File: config.mk
export PLATFORM = sky130hd
export DESIGN_NAME = wot_top
export DESIGN_NICKNAME = d
export VERILOG_FILES = /design/src/core/wot_pkg.sv /design/src/core/wot_top.sv /design/src/core/wot_sync3.sv /design/src/core/wot_hold.sv
export VERILOG_INCLUDE_DIRS = /design/src /design/src/core
export SDC_FILE = /design/constraint.sdc
export NUM_CORES = 1
export LEC_CHECK = 0
export BUFFER_PORTS_ARGS = -buffer_cell sky130_fd_sc_hd__buf_2
export CAP_MARGIN = 10
export CORE_MARGIN = 3
export CORE_UTILIZATION = 31
export DETAILED_ROUTE_END_ITERATION = 10
export GPL_TIMING_DRIVEN = 1
export SLEW_MARGIN = 10
export SYNTH_ARGS = -nofsm -noshare
export SYNTH_HDL_FRONTEND = slang
export SYNTH_SLANG_ARGS = --single-unit
export TNS_END_PERCENT = 1
File: constraint.sdc
create_clock -name ref_clk -period 3.8 [get_ports ref_clk]
set_input_delay 0 -clock ref_clk [delete_from_list [all_inputs] [get_ports ref_clk]]
set_output_delay 0 -clock ref_clk [all_outputs]
set_load 0.005 [all_outputs]
File: src/core/wot_regs.svh
`ifndef WOT_REGS_SVH
`define WOT_REGS_SVH

`define WOT_ADDR_W 12
`define WOT_OFF_MODE 12'h000
`define WOT_OFF_CMD 12'h004
`define WOT_OFF_STAT 12'h008
`define WOT_OFF_ICLR 12'h00C
`define WOT_OFF_IEN 12'h010
`define WOT_OFF_CNT 12'h014
`define WOT_OFF_STATE 12'h018

`define WOT_BIT_RUN 7
`define WOT_BIT_PER_HI 6
`define WOT_BIT_PER_LO 4
`define WOT_BIT_IDLE 2
`define WOT_BIT_ACT 1

`define WOT_RST_RUN 1'b1
`define WOT_RST_PER 3'h0
`define WOT_RST_IDLE 1'b0
`define WOT_RST_ACT 1'b1

`define WOT_PER_MAX 3'h5
`define WOT_CODE_CLEAR 8'h4E
`define WOT_CODE_DISABLE 8'hB1

`define WOT_BASE_SHIFT 15
`define WOT_SHIFT_STEP 2
`define WOT_PER_SPAN 10
`define WOT_RST_HOLD 32

`define WOT_EV_W 3
`define WOT_EV_NMI 0
`define WOT_EV_RST 1
`define WOT_EV_BAD 2

`endif

File: src/core/wot_pkg.sv
package wot_pkg;
  typedef enum logic [0:0] {
    WOT_RUN,
    WOT_STOPPED
  } wot_state_t;

  typedef logic [7:0] wot_code_t;
  typedef logic [2:0] wot_period_t;
endpackage

File: src/core/wot_top.sv
`timescale 1ns/100ps
`default_nettype none
`include "wot_regs.svh"
module wot_top #(
  parameter int BASE_SHIFT = `WOT_BASE_SHIFT,
  parameter int HOLD_CYC = `WOT_RST_HOLD
) (
  input wire logic ref_clk,
  input wire logic sys_rst,
  input wire logic psel,
  input wire logic penable,
  input wire logic pwrite,
  input wire logic [`WOT_ADDR_W-1:0] paddr,
  input wire logic [31:0] pwdata,
  input wire logic [3:0] pstrb,
  output logic [31:0] prdata,
  output logic pready,
  output logic pslverr,
  input wire logic idle_mode,
  input wire logic debug_mode_pin,
  output logic overflow_nmi_req,
  output logic nmi_source_flag0,
  output logic fault_out_n,
  output logic wdt_reset_req,
  output logic clock_reinit_req,
  output logic irq
);
  localparam int CNT_W = BASE_SHIFT + `WOT_PER_SPAN;

  logic run_allow_reg;
  wot_pkg::wot_period_t period_reg;
  logic idle_keep_running_reg;
  logic overflow_action_sel_reg;
  wot_pkg::wot_state_t state_reg;
  logic [CNT_W-1:0] count_reg;
  logic [CNT_W-1:0] count_next;
  logic [CNT_W-1:0] count_max;
  logic fault_low_reg;
  logic nmi_req_reg;
  logic flag0_reg;
  logic reinit_reg;
  logic [`WOT_EV_W-1:0] stat_reg;
  logic [`WOT_EV_W-1:0] ien_reg;
  logic [`WOT_EV_W-1:0] ev_set;
  logic [31:0] prdata_reg;
  logic pslverr_reg;
  logic [31:0] rdata;
  logic addr_ok;
  logic wr_acc;
  logic mode_wr;
  logic cmd_wr;
  logic iclr_wr;
  logic ien_wr;
  logic code_clear;
  logic code_disable;
  logic code_bad;
  logic debug_mode;
  logic hold_active;
  logic count_en;
  logic overflow;
  logic ovf_nmi;
  logic ovf_rst;
  logic boot_done_reg;
  wot_pkg::wot_code_t command_code;

  // Debug request arrives from the debug port, outside this clock
  wot_sync3 u_dbg_sync (
    .ref_clk(ref_clk),
    .sys_rst(sys_rst),
    .pin_in(debug_mode_pin),
    .level_out(debug_mode)
  );

  // APB decode; zero wait states so pready is simply high
  always_comb begin
    case (paddr)
      `WOT_OFF_MODE, `WOT_OFF_CMD, `WOT_OFF_STAT, `WOT_OFF_ICLR,
      `WOT_OFF_IEN, `WOT_OFF_CNT, `WOT_OFF_STATE: addr_ok = 1'b1;
      default: addr_ok = 1'b0;
    endcase
  end

  assign pready = 1'b1;
  assign wr_acc = psel && penable && pwrite && addr_ok && pstrb[0];
  assign mode_wr = wr_acc && (paddr == `WOT_OFF_MODE);
  assign cmd_wr = wr_acc && (paddr == `WOT_OFF_CMD);
  assign iclr_wr = wr_acc && (paddr == `WOT_OFF_ICLR);
  assign ien_wr = wr_acc && (paddr == `WOT_OFF_IEN);
  assign command_code = pwdata[7:0];

  assign code_clear = cmd_wr && (command_code == `WOT_CODE_CLEAR);
  assign code_disable = cmd_wr && (command_code == `WOT_CODE_DISABLE);
  assign code_bad = cmd_wr && !code_clear && !code_disable;

  // unused and write-only fields read zero
  always_comb begin
    rdata = 32'h0000_0000;
    case (paddr)
      `WOT_OFF_MODE: begin
        rdata[`WOT_BIT_RUN] = run_allow_reg;
        rdata[`WOT_BIT_PER_HI:`WOT_BIT_PER_LO] = period_reg;
        rdata[`WOT_BIT_IDLE] = idle_keep_running_reg;
        rdata[`WOT_BIT_ACT] = overflow_action_sel_reg;
      end
      `WOT_OFF_STAT: rdata[`WOT_EV_W-1:0] = stat_reg;
      `WOT_OFF_IEN: rdata[`WOT_EV_W-1:0] = ien_reg;
      `WOT_OFF_CNT: rdata[CNT_W-1:0] = count_reg;
      `WOT_OFF_STATE: begin
        rdata[0] = (state_reg == wot_pkg::WOT_STOPPED);
        rdata[1] = fault_low_reg;
        rdata[2] = hold_active;
      end
      default: rdata = 32'h0000_0000;
    endcase
  end

  // Read data captured in the setup cycle, stable through access
  always_ff @(posedge ref_clk or posedge sys_rst) begin
    if (sys_rst) begin
      prdata_reg <= 32'h0000_0000;
      pslverr_reg <= 1'b0;
    end else if (psel && !penable) begin
      prdata_reg <= pwrite ? 32'h0000_0000 : rdata;
      pslverr_reg <= !addr_ok;
    end
  end
  assign prdata = prdata_reg;
  assign pslverr = pslverr_reg && psel && penable;

  // mode register and its reset values
  always_ff @(posedge ref_clk or posedge sys_rst) begin
    if (sys_rst) begin
      run_allow_reg <= `WOT_RST_RUN;
      period_reg <= `WOT_RST_PER;
      idle_keep_running_reg <= `WOT_RST_IDLE;
      overflow_action_sel_reg <= `WOT_RST_ACT;
    end else if (mode_wr) begin
      run_allow_reg <= pwdata[`WOT_BIT_RUN];
      idle_keep_running_reg <= pwdata[`WOT_BIT_IDLE];
      overflow_action_sel_reg <= pwdata[`WOT_BIT_ACT];
      // prohibited codes keep the old period
      if (pwdata[`WOT_BIT_PER_HI:`WOT_BIT_PER_LO] <= `WOT_PER_MAX) begin
        period_reg <= pwdata[`WOT_BIT_PER_HI:`WOT_BIT_PER_LO];
      end
    end
  end

  // Run state; a write of run bit 0 alone must not stop the timer
  always_ff @(posedge ref_clk or posedge sys_rst) begin
    if (sys_rst) begin
      state_reg <= wot_pkg::WOT_RUN;
    end else begin
      case (state_reg)
        wot_pkg::WOT_RUN: begin
          // disable only after run bit already cleared
          if (code_disable && !run_allow_reg) begin
            state_reg <= wot_pkg::WOT_STOPPED;
          end
        end
        wot_pkg::WOT_STOPPED: begin
          if (mode_wr && pwdata[`WOT_BIT_RUN]) begin
            state_reg <= wot_pkg::WOT_RUN;
          end
        end
        default: state_reg <= wot_pkg::WOT_RUN;
      endcase
    end
  end

  // terminal count from the period code
  assign count_max = (CNT_W'(1) << (BASE_SHIFT + `WOT_SHIFT_STEP * int'(period_reg))) - CNT_W'(1);

  // idle and debug freeze; also frozen while reset is held
  assign count_en = (state_reg == wot_pkg::WOT_RUN) && !debug_mode
    && !(idle_mode && !idle_keep_running_reg) && !hold_active;

  // overflow at the last count of the period
  assign overflow = count_en && (count_reg == count_max);
  assign ovf_nmi = overflow && !overflow_action_sel_reg;
  assign ovf_rst = overflow && overflow_action_sel_reg;

  always_comb begin
    count_next = count_reg;
    if (code_clear || (code_disable && !run_allow_reg)) begin
      count_next = '0;
    end else if (overflow) begin
      count_next = '0;
    end else if (count_en) begin
      count_next = count_reg + CNT_W'(1);
    end
  end

  always_ff @(posedge ref_clk or posedge sys_rst) begin
    if (sys_rst) begin
      count_reg <= '0;
    end else begin
      count_reg <= count_next;
    end
  end

  // NMI request and source flag pulse together
  always_ff @(posedge ref_clk or posedge sys_rst) begin
    if (sys_rst) begin
      nmi_req_reg <= 1'b0;
      flag0_reg <= 1'b0;
    end else begin
      nmi_req_reg <= ovf_nmi;
      flag0_reg <= ovf_nmi;
    end
  end
  assign overflow_nmi_req = nmi_req_reg;
  assign nmi_source_flag0 = flag0_reg;

  // fault level; a new overflow beats a same-cycle clear
  always_ff @(posedge ref_clk or posedge sys_rst) begin
    if (sys_rst) begin
      fault_low_reg <= 1'b0;
    end else if (ovf_nmi) begin
      fault_low_reg <= 1'b1;
    end else if (code_clear) begin
      fault_low_reg <= 1'b0;
    end
  end
  assign fault_out_n = !fault_low_reg;

  // reset held for the documented number of states
  wot_hold #(
    .HOLD(HOLD_CYC)
  ) u_rst_hold (
    .ref_clk(ref_clk),
    .sys_rst(sys_rst),
    .start(ovf_rst),
    .active(hold_active)
  );

  // clock gear returned to undivided oscillator
  always_ff @(posedge ref_clk or posedge sys_rst) begin
    if (sys_rst) begin
      reinit_reg <= 1'b0;
    end else begin
      reinit_reg <= ovf_rst;
    end
  end

  assign wdt_reset_req = hold_active;
  assign clock_reinit_req = reinit_reg;

  // Sticky events; set wins over a same-cycle clear
  assign ev_set = {code_bad, ovf_rst, ovf_nmi};

  always_ff @(posedge ref_clk or posedge sys_rst) begin
    if (sys_rst) begin
      stat_reg <= '0;
    end else begin
      stat_reg <= (stat_reg & ~(iclr_wr ? pwdata[`WOT_EV_W-1:0] : '0)) | ev_set;
    end
  end

  always_ff @(posedge ref_clk or posedge sys_rst) begin
    if (sys_rst) begin
      ien_reg <= '0;
    end else if (ien_wr) begin
      ien_reg <= pwdata[`WOT_EV_W-1:0];
    end
  end

  assign irq = |(stat_reg & ien_reg);

  // Marks the first cycle after reset release
  always_ff @(posedge ref_clk or posedge sys_rst) begin
    if (sys_rst) begin
      boot_done_reg <= 1'b0;
    end else begin
      boot_done_reg <= 1'b1;
    end
  end
endmodule
`default_nettype wire

File: src/core/wot_sync3.sv
`timescale 1ns/100ps
`default_nettype none
// Three-stage pin synchroniser; output moves once stages two and three agree
module wot_sync3 (
  input wire logic ref_clk,
  input wire logic sys_rst,
  input wire logic pin_in,
  output logic level_out
);
  logic meta_reg;
  logic s2_reg;
  logic s3_reg;

  always_ff @(posedge ref_clk or posedge sys_rst) begin
    if (sys_rst) begin
      meta_reg <= 1'b0;
      s2_reg <= 1'b0;
      s3_reg <= 1'b0;
    end else begin
      meta_reg <= pin_in;
      s2_reg <= meta_reg;
      s3_reg <= s2_reg;
    end
  end

  always_ff @(posedge ref_clk or posedge sys_rst) begin
    if (sys_rst) begin
      level_out <= 1'b0;
    end else if (s2_reg == s3_reg) begin
      level_out <= s3_reg;
    end
  end
endmodule
`default_nettype wire

File: src/core/wot_hold.sv
`timescale 1ns/100ps
`default_nettype none
// Stretches a start pulse into a level lasting HOLD clocks
module wot_hold #(
  parameter int HOLD = 32
) (
  input wire logic ref_clk,
  input wire logic sys_rst,
  input wire logic start,
  output logic active
);
  localparam int CW = $clog2(HOLD + 1);
  logic [CW-1:0] left_reg;

  always_ff @(posedge ref_clk or posedge sys_rst) begin
    if (sys_rst) begin
      left_reg <= '0;
    end else if (start) begin
      left_reg <= CW'(HOLD);
    end else if (left_reg != '0) begin
      left_reg <= left_reg - CW'(1);
    end
  end

  assign active = (left_reg != '0);
endmodule
`default_nettype wire

# == Word-level counts from Yosys, hierarchy flattened ==
# Index checks and enable logic that the tools add are counted.
# totals
input_bits,55
ff_bits,84
elab_cells,101
out_inout_bits,40
# classes
n_bitwise,5
n_reduce_logical,44
shift,1
mux,18
n_lt_le_gt_ge,1
eq_ne,10
n_addsub,4
# ops
operator,count
25-bit two-way mux,4
"12-bit by 5-bit equality test with 1-bit output, second input constant",3
"25-bit by 1-bit adder with 25-bit output, second input constant",1
25-bit equality test,1
"1-bit by 5-bit left shift with 25-bit output, first input constant",1
"25-bit by 2-bit subtractor with 25-bit output, second input constant",1
"12-bit by 4-bit equality test with 1-bit output, second input constant",2
1-bit logical AND,24
17-bit two-way mux,1
"12-bit by 3-bit equality test with 1-bit output, second input constant",1
12-bit logical NOT,1
6-bit two-way mux,2
1-bit logical NOT,11
2-bit one-hot mux with 5 select lines,1
"8-bit by 7-bit equality test with 1-bit output, second input constant",1
"8-bit equality test, second input constant",1
4-bit one-hot mux with 2 select lines,1
7-bit OR reduction,1
3-bit AND,2
1-bit two-way mux,6
6-bit nonzero test,1
"6-bit by 1-bit subtractor with 6-bit output, second input constant",1
"4-bit by 4-bit adder with 5-bit output, first input constant",1
1-bit one-hot mux with 4 select lines,1
12 further kinds,13

# == Longest topological paths before layout ==
# Gate-level depths: netlist of run 1.
# depth
depth_word,11
mapped_depth,9
mapped_depth_nobuf,8

# == By module ==
# Synthesis of run 1 repeated with hierarchy kept, for this count alone.
# hier_totals
cells_unflattened,445
area_unflattened_um2,4187.8
# by_module_without_submodules
module,n_inst,seq_area_each_um2,cells_per_inst,area_per_inst_um2
wot_top,1,1679.1,405,3722.3
wot_hold,1,150.1,34,350.3
wot_sync3,1,100.1,6,115.1

# == Worst setup path after synthesis of run 1 ==
# OpenSTA, ideal clock, no wires.
# synth_timing
kind,register to register
startpoint,register u_rst_hold.left_reg[0]
endpoint,register count_reg[17]
n_path_buf,1
period_less_slack_ns,2.334
setup_time_ns,0.119
required_time_ns,3.681
arrival_time_ns,2.215
slack_ns,1.466
stages_incl_launch_ff,10
cell_sequence,dfrtp_1 inv_1 ha_1 or4b_4 nor4b_4 and2_1 nand4_2 o21ai_2 buf_4 nor2_1
# synth_via
elab_chain_cells,6
word_cells_on_any_way,7
classes_between,2 x mux; 5 x reduce/logical
# synth_lines
element,line_no,text
start: declaration,wot_hold.sv:13,logic [CW-1:0] left_reg;
start signal: assignment,wot_hold.sv:19,left_reg <= CW'(HOLD);
start signal: assignment,wot_hold.sv:21,left_reg <= left_reg - CW'(1);
6-bit nonzero test (*),wot_hold.sv:25,assign active = (left_reg != '0);
1-bit logical NOT (*),wot_top.sv:175,&& !(idle_mode && !idle_keep_running_reg) && !hold_active;
1-bit logical AND (*),wot_top.sv:175,
1-bit logical AND,wot_top.sv:178,assign overflow = count_en && (count_reg == count_max);
25-bit two-way mux,wot_top.sv:186,end else if (overflow) begin
25-bit two-way mux,wot_top.sv:184,if (code_clear || (code_disable && !run_allow_reg)) begin
end signal: assignment,wot_top.sv:197,count_reg <= count_next;
end: declaration,wot_top.sv:35,logic [CNT_W-1:0] count_reg;
# Mark *: on every way between the ends. The rest lies on a longest branch, timed or not.
# A chain may end at the register's enable or synchronous reset.

# == Worst setup path in the final report of run 1 ==
# layout_timing
startpoint,register u_rst_hold.left_reg[0]
endpoint,register count_reg[15]
# Same word-level chain as after synthesis.

==> results.cfg, run 1 <==
[outcome]
outcome = completed

[sta]
slew_headroom_pct = 28.3
tightestPinTransition_ns = 1.07
worst_hold_slack_ns = 0.0967
fmax_mhz = 356
rsz0062_at_grt = false
finalCritPeriodShare_pct = 73.9
drv_slew = 0
fin_crit_ns = 2.81
fin_tns_setup_ns = 0
hold_violations = 0
final-setup-viol-count = 0
skew_ns = 0.00661

[power]
p_sw_uw = 483
vdd_ir_drop_max_v = 0.000157
powerDensity_nw_per_um2 = 405
swShare_pct = 25.0
leakagePower_uw = 0.00224
clock_power_share_pct = 44.3
internal_power_uw = 1450
combPwrFrac_pct = 8.5
p_total_uw = 1940
seqPwrFrac_pct = 47.2

[setup_path]
criticalPathCategory = reg -> reg
arrival_ns = 3.02
critPathLaunchType = flop
path_max_fanout = 24
critPathRequiredTime_ns = 4.01
reg2reg_setup_slack_ns = 0.99
setup.worst_path.end_class = flop

[detailed_routing]
drtIter0Drc = 182
routed-via-count = 3118
vias_per_cell = 4.85
first_pass_iters = 5
detail_route.wl_per_cell_um = 14.0
wl_mm = 9.00
drc = 0
antenna_left = 0

[grt]
grt_pass1_vias = 2949
track_usage_pct = 13.0
grt_antenna_before_repair = 0
grt_max_degree = 53
grt.overflow.total = 0
grt_pass1_wl_mm = 14.9

[logic_synthesis]
synth_top_cell_by_area = dfrtp_1
syn_avg_cell_area_sq_um = 9.77
async_flop_share_pct = 100
ys_seq_area_share_pct = 48.9
synth_most_common_cell = dfrtp_1
yosysTopAreaCellShare_pct = 47.5
yosys_warnings = 0
ys_ff_latch = 77
synthCells = 404
synth_commonest_cells = dfrtp_1, nor2_1, nand2_1
ys.flop_type = dfrtp_1
syn_area_sq_um = 3950
yosysUniqueCellTypes = 55
synth_area_leaders = dfrtp_1, nor2_1, xnor2_1
synth_edf_count = 0

[cts]
tritoncts = yes
path_clk_slew_ns = 0.06
clk-insertion-delay-late_ns = 0.34
cts_num_sinks = 77
htree_levels = 3
cts_max_path_buffers = 2
root_buffer = clkbuf_16
cts_buffers = 9

[die]
die_y_um = 119
die_w_um = 119
dieArea_sq_um = 14100
rows = 40
start_util_pct = 32.3
core_area_sq_um = 12200
io_pins = 95

[layout]
fill_cells = 1214
diodes = 0
nets = 529
fin_cells = 643
syn_to_final_growth_pct = 20.9
drive_above_1_share_pct = 20.6

[place]
dp.cells = 616
dpl.hpwl_mm = 6.50
place_congestion = 0.853
io_buffer_count = 59

[worst_hold_path]
hp-class = in -> reg

[job]
max-cap-violations = 0
## critical path, cell delays in order (launching register included)
cell	delay [ns]
dfrtp_1	0.37
inv_1	0.09
ha_1	0.24
or4b_4	0.52
nor4b_4	0.52
and2_1	0.24
nand4_2	0.15
o21ai_2	0.17
buf_4	0.29
nor2_1	0.09
## placed cells by master, fill, tap and decap left out, drive strengths merged, types with 3 or more instances in the layout
master       Yosys  layout
dfrtp           75      75
buf             14      64
nor2            55      55
nand2           35      35
o21ai           24      24
xnor2           19      19
a22o            18      18
inv             18      18
nand3           15      15
nor3            14      14
clkbuf          14      12
dlygate4sd3      0      11
conb             2      10
nand4            9       9
o31ai            8       8
xor2             6       6
mux2             5       5
nor4             5       5
and2             4       4
a21oi            4       4
a22oi            4       4
ha               4       4
nand2b           3       3
nor2b            3       3
and4             3       3
and3             3       3
nor3b            3       3
a211o            3       3
mux2i            3       3
a32oi            3       3
## final timing paths
kind,cells past startpoint,end,startpoint
setup / recovery,9,count_reg[15],u_rst_hold.left_reg[0]
hold / removal,4,state_reg,pwdata[3]
setup reg to reg,9,count_reg[15],u_rst_hold.left_reg[0]
hold reg to reg,0,u_dbg_sync.s2_reg,u_dbg_sync.meta_reg
max in group asynchronous,4,run_allow_reg,sys_rst
min in group asynchronous,3,prdata[0],sys_rst
## metrics by stage
step | utilization [%] | cell area (sq um) | worst slack (ns)
finish | 39.1 | 4770 | 0.993
global route | 39.1 | 4770 | 0.812
CTS | 39.1 | 4770 | 0.959
detailed placement | 35.8 | 4370 | 0.967
global placement | 35.8 | 4370 | 1.03
floorplan | - | 3980 | 1.47
## layer usage
layer	up-vias	GRT usage, %	wire length (um)
met2	54	20.3	4240
li1	1553	-	-
met3	7	3.37	340
met4	0	3.91	90
met5	-	0	0
met1	1504	17.7	4340
## final cells by class
type	count	area, sq um	area share [%]
Tap cell	168	210	4.40
Multi-Input combinational cell	289	1830	38.3
Timing Repair Buffer	75	443	9.28
Clock inverter	4	47.5	0.996
Sequential cell	77	1930	40.4
Clock buffer	12	246	5.16
Inverter	18	67.6	1.42
## power by group through the flow
stage	Clock [uW]	Sequential [uW]	Combinational, uW
2_1_floorplan	0	909	120
3_3_place_gp	0	926	153
3_5_place_dp	0	927	157
4_1_cts	870	913	166
5_1_grt	901	921	191
6_report	857	914	165
## kinds of logic after synthesis
kind of cell / after synthesis / share of synthesized area, %
compound gates: 74 / 13.3
xor+xnor: 25 / 5.54
flops: 77 / 48.9
fa+ha+maj: 5 / 1.52
other cells: 2 / 0.190
mux: 9 / 2.76
buf+inv: 46 / 5.54
simple gates: 166 / 22.2
## timing repair
action                                 4_1_cts  5_1_grt
resized for setup                            0        0
setup buffers                                0        0
hold buffers                                11        0
endpoints found under the hold margin       65        0
Note: power is estimated with default switching activity, not from simulation.
==> run 2, diff against run 1 <==
- ABC_AREA: not set -> 1
- clock period: 3.8 -> 2.4 ns (I/O delays scaled with it)
==> run 2 against run 1 <==
  * Die area is 18% higher
  * Final cell count grew 33%
  * Clock skew hardly changed
  * Cell area is 16% higher
  * Non-clock buffer count is 1 higher
  * Global-route usage rose by 2.6 points
  * Wire length rose by 35%
  * Worst hold slack got worse by 0.058 ns
  * Via count rose by 32%
  * Register-to-register slack got worse by 0.61 ns
  * Largest cell class is now multi-input combinational cells
==> results.cfg, run 2 <==
[sta]
fin_tns_setup_ns = 0
finalCritPeriodShare_pct = 86.2
setup_slack_ns = 0.331
fmax_mhz = 483
tightestPinTransition_ns = 0.559
skew_ns = 0.00636
rsz0062_at_grt = false
hold_violations = 0
final-setup-viol-count = 0
drv_slew = 0
fin_crit_ns = 2.07
slew_headroom_pct = 62.7

[logic_synthesis]
yosysTopAreaCellShare_pct = 40.0
synth_area_leaders = dfrtp_1, nand2_1, nand3_1
yosysUniqueCellTypes = 43
ys_seq_area_share_pct = 41.1
syn_avg_cell_area_sq_um = 7.81
synth_top_cell_by_area = dfrtp_1
synthCells = 601
synth_most_common_cell = nand2_1
ys_ff_latch = 77
async_flop_share_pct = 100
syn_area_sq_um = 4690
synth_commonest_cells = nand2_1, dfrtp_1, inv_1
ys.flop_type = dfrtp_1
synth_edf_count = 0
yosys_warnings = 0

[layout]
final_core_util_pct = 37.8
nets = 723
mostFrequentLayoutCell = nand2_1
final_cell_mix = nand2_1, dfrtp_1, inv_1
fill_cells = 1473
syn_to_final_growth_pct = 18.4
diodes = 0
drive_above_1_share_pct = 19.3

[setup_path]
cp_slowest_stage_delay_ns = 0.55
criticalPathCategory = in -> reg
r2r_end = count_reg[2]
path_max_fanout = 7
critPathRequiredTime_ns = 2.68
crit_chain = dlygate4sd3_1 -> buf_2 -> inv_1 -> nor3_2 -> inv_1 -> nor2_2 -> inv_1 -> nor2_2 -> inv_1 -> a21oi_1 -> dlygate4sd3_1
crit_path_frequent_cell = inv_1
critPathTopFamily = buffers and inverters
reg2reg_depth = 12
worst-path-buf-inv = 7
arrival_ns = 2.35
setup.worst_path.end_class = flop
cpMaxStageDelayCell = dlygate4sd3_1
reg2reg_setup_slack_ns = 0.38
critPathLaunchType = input pin
r2r_start = u_rst_hold.left_reg[0]

[power]
vdd_ir_drop_max_v = 0.000327
combPwrFrac_pct = 10.5
p_total_uw = 3220
seqPwrFrac_pct = 43.0
leakagePower_uw = 0.00285
internal_power_uw = 2420
p_sw_uw = 796
clock_power_share_pct = 46.5
swShare_pct = 24.7
powerDensity_nw_per_um2 = 579

[grt]
grt_max_degree = 51
grt.overflow.total = 0
track_usage_pct = 15.5
grt_antenna_before_repair = 0
grt_pass1_vias = 4057
grt_pass1_wl_mm = 20.6

[die]
core_area_sq_um = 14700
rows = 44
die_y_um = 129
die_w_um = 129
io_pins = 95
dieArea_sq_um = 16700
start_util_pct = 31.9

[cts]
cts_max_path_buffers = 2
cts_buffers = 9
cts_num_sinks = 77
post_cts_buffers = 0
htree_levels = 3
clk-insertion-delay-late_ns = 0.34
path_clk_slew_ns = 0.06
root_buffer = clkbuf_16
tritoncts = yes

[detailed_routing]
drtIter0Drc = 271
routed-via-count = 4125
detail_route.wl_per_cell_um = 14.3
vias_per_cell = 4.84
antenna_left = 0
wl_mm = 12.2
drc = 0
first_pass_iters = 5

[worst_hold_path]
whs_endpoint = period_reg[2]
hold_start = pwdata[5]
hold_path_depth = 3
hp-class = in -> reg

[job]
max-cap-violations = 0

[place]
place_congestion = 0.877
dpl.hpwl_mm = 8.77
dp_worst_setup_slack_ns = 0.382
io_buffer_count = 59

[outcome]
outcome = completed
## run 2: cell count changes after synthesis, moves of 8 or more
cell / previous run / this run
xor2_1: 6 / 24
a32o_1: 0 / 18
nand3_1: 15 / 64
nand3_2: 0 / 15
nand2_1: 35 / 139
buf_2: 1 / 9
xnor2_1: 19 / 3
a22o_1: 18 / 4
nor2_2: 0 / 8
inv_1: 18 / 72
## run 2: cell families after synthesis
kind of cell    synth area share (%)
simple gates                    31.8
buf+inv                         10.7
flops                           41.1
compound gates                  9.94
xor+xnor                        5.04
fa+ha+maj                       1.28
other cells                    0.160
## run 2: timing repair
action / in CTS / in global routing
endpoints found under the hold margin: 39 / 0
hold buffers: 10 / 0
resized for setup: 0 / 1
endpoints found under the setup margin: 0 / 1
## run 2: worst reg2reg max path, cell delays in order, from the launching register on
cell	delay, ns
dfrtp_1	0.38
inv_1	0.10
ha_1	0.24
nand3_2	0.13
nor2_4	0.21
inv_4	0.08
nor2_4	0.14
o211ai_2	0.10
nor2_2	0.18
nor2_4	0.05
buf_12	0.16
nand3_1	0.11
nand2_1	0.06
## run 2: through the flow
stage | instance area (sq um) | instances | hold WS, ns
floorplan | 4720 | 609 | 0.0314
global placement | 5120 | 827 | 0.0496
detailed placement | 5120 | 827 | 0.0430
CTS | 5550 | 853 | 0.0327
global route | 5560 | 853 | 0.0275
finish | 5560 | 853 | 0.0391
## run 2: cell type report
type                            count  area (sq um)  share of cell area (%)
Multi-Input combinational cell    421          2310                    41.6
Inverter                           79           300                    5.40
Clock inverter                      4          70.1                    1.26
Timing Repair Buffer               76           460                    8.29
Sequential cell                    77          1930                    34.7
Clock buffer                       12           256                    4.62
Tap cell                          184           230                    4.14
## run 2: worst max-delay path by stage
stage / from / endpoint / slack (ns) / cells past startpoint
after floorplan: sys_rst / clock_reinit_req / 0.44 / 1
after CTS: pwrite / period_reg[1] / 0.14 / 11
final: pwrite / period_reg[1] / 0.33 / 11
after global routing: count_reg[0] / count_reg[20] / 0.11 / 11
after detailed placement: u_rst_hold.left_reg[0] / count_reg[9] / 0.38 / 12
after global placement: u_rst_hold.left_reg[0] / count_reg[9] / 0.40 / 12
## run 2: routing by layer
layer | vias up | share of wire [%] | track usage (%)
met5 | - | 0 | 0
met4 | 0 | 1.4 | 4.20
met1 | 1972 | 46 | 20.7
met2 | 67 | 49 | 25.6
li1 | 2072 | - | -
met3 | 14 | 3.5 | 3.42
## run 2: power by group through the flow
stage	clock network [uW]	registers [uW]	logic, uW
finish	1490	1380	339
global route	1580	1390	391
CTS	1520	1380	345
detailed placement	0	1410	332
global placement	0	1410	330
floorplan	0	1390	259
==> run 3, diff against run 2 <==
- ABC_AREA: 1 -> not set
==> run 3 against run 2 <==
  * Total power decreased by 4.6%
  * Fmax decreased by 13%
  * Register-to-register slack got worse by 0.37 ns
  * Cell area decreased by 12%
  * Sequential power increased by 5%
  * Clock power decreased by 10%
  * Critical path type is now reg -> reg
==> results.cfg, run 3 (synthesis gave the netlist of run 1 again) <==
[outcome]
outcome = completed

[grt]
grt_pass1_wl_mm = 15.3
grt_antenna_before_repair = 0
grt_pass1_vias = 3080
grt_max_degree = 36
grt.overflow.total = 0
track_usage_pct = 13.4

[detailed_routing]
wl_mm = 9.15
drtIter0Drc = 182
detail_route.wl_per_cell_um = 14.0
first_pass_iters = 4
antenna_left = 0
drc = 0
routed-via-count = 3171
vias_per_cell = 4.86

[layout]
drive_above_1_share_pct = 23.1
nets = 539
fin_cells = 653
diodes = 0
fill_cells = 1248
design_area_sq_um = 4920
final_cell_mix = dfrtp_1, buf_2, nor2_1
mostFrequentLayoutCell = dfrtp_1
syn_to_final_growth_pct = 24.5

[setup_path]
arrival_ns = 2.61
setup.worst_path.end_class = flop
reg2reg_setup_slack_ns = 0.009
endpoint = count_reg[16]
criticalPathCategory = reg -> reg
reg2reg_depth = 10
r2r_start = u_rst_hold.left_reg[0]
crit_chain = inv_1 -> ha_1 -> or4b_4 -> nor4b_4 -> buf_4 -> and2_4 -> nand4_4 -> o21ai_4 -> buf_12 -> nor2_1
startpoint = u_rst_hold.left_reg[0]
cp_slowest_stage_delay_ns = 0.49
r2r_end = count_reg[16]
critPathRequiredTime_ns = 2.62
path_max_fanout = 24
critPathLaunchType = flop
cpMaxStageDelayCell = or4b_4

[sta]
slew_headroom_pct = 54.6
worst_hold_slack_ns = 0.00502
skew_ns = 0.00609
final-setup-viol-count = 0
drv_slew = 0
hold_violations = 0
fmax_mhz = 418
finalCritPeriodShare_pct = 99.6
tightestPinTransition_ns = 0.681
rsz0062_at_grt = true
fin_crit_ns = 2.39

[cts]
htree_levels = 3
clk-insertion-delay-late_ns = 0.33
cts_num_sinks = 77
cts_buffers = 9
root_buffer = clkbuf_16
path_clk_slew_ns = 0.06
cts_max_path_buffers = 2
tritoncts = yes

[place]
placed_cell_area_sq_um = 4480
io_buffer_count = 59
dp.cells = 627
dpl.hpwl_mm = 6.89
place_congestion = 0.818

[die]
die_y_um = 119
io_pins = 95
core_area_sq_um = 12200
dieArea_sq_um = 14100
rows = 40
die_w_um = 119
start_util_pct = 32.3

[worst_hold_path]
hold_start = pwdata[0]
hp-class = in -> reg

[power]
powerDensity_nw_per_um2 = 624
vdd_ir_drop_max_v = 0.000275
leakagePower_uw = 0.00229

[job]
max-cap-violations = 0
## run 3: power breakdown
group	leakage [uW]	internal [uW]	switching (uW)	total [uW]
registers	0.00103	1350	102	1450
clock network	0.000143	830	510	1340
logic	0.00112	123	152	275
## run 3: repair_timing
item	4_1_cts	5_1_grt
gates resized for setup	3	4
endpoints found under the setup margin	28	31
buffers inserted	0	1
hold endpoints to repair	29	0
cloned	0	0
pin swaps	2	2
hold buffers	9	0
## run 3: metal layers
metal | track usage, % | part of all wire (%)
met5 | 0 | 0
met4 | 4.56 | 1.1
met3 | 3.37 | 4.0
met2 | 21.0 | 47
met1 | 18.2 | 48
## run 3: worst max-delay path, delay by kind of cell (launching register included)
kind / cells / cell delay [ns]
AND/OR/NAND/NOR: 5 / 1.11
adder cells (fa/ha/maj): 1 / 0.17
AO/OA/AOI/OAI: 1 / 0.19
buffers and inverters: 3 / 0.42
flip-flops: 1 / 0.37
## run 3: cell type report
class                           count  area [sq um]  area share (%)
Clock buffer                       12           246            5.01
Clock inverter                      4          47.5           0.967
Inverter                           18          67.6            1.37
Multi-Input combinational cell    289          1880            38.2
Sequential cell                    77          1930            39.2
Tap cell                          168           210            4.27
Timing Repair Buffer               85           538            10.9
## run 3: through the flow
stage                     total power (uW)  setup TNS, ns  setup slack (ns)  util, %
after global routing                  3210          -2.45           -0.0964     40.3
after floorplan                       1630              0            0.0661        -
final                                 3070              0           0.00855     40.3
after global placement                1720        -0.0102          -0.00744     36.7
after detailed placement              1730          -1.10           -0.0457     36.7
after CTS                             3100              0            0.0286     40.0
## run 3: worst min-delay path by stage
stage / to / slack (ns) / cells after the start
after detailed placement: prdata[0] / 0.04 / 2
after CTS: stat_reg[2] / 0.004 / 2
final: ien_reg[0] / 0.005 / 3
after global placement: pslverr_reg / 0.04 / 2
after floorplan: u_dbg_sync.meta_reg / 0.03 / 0
after global routing: stat_reg[2] / 0.03 / 2
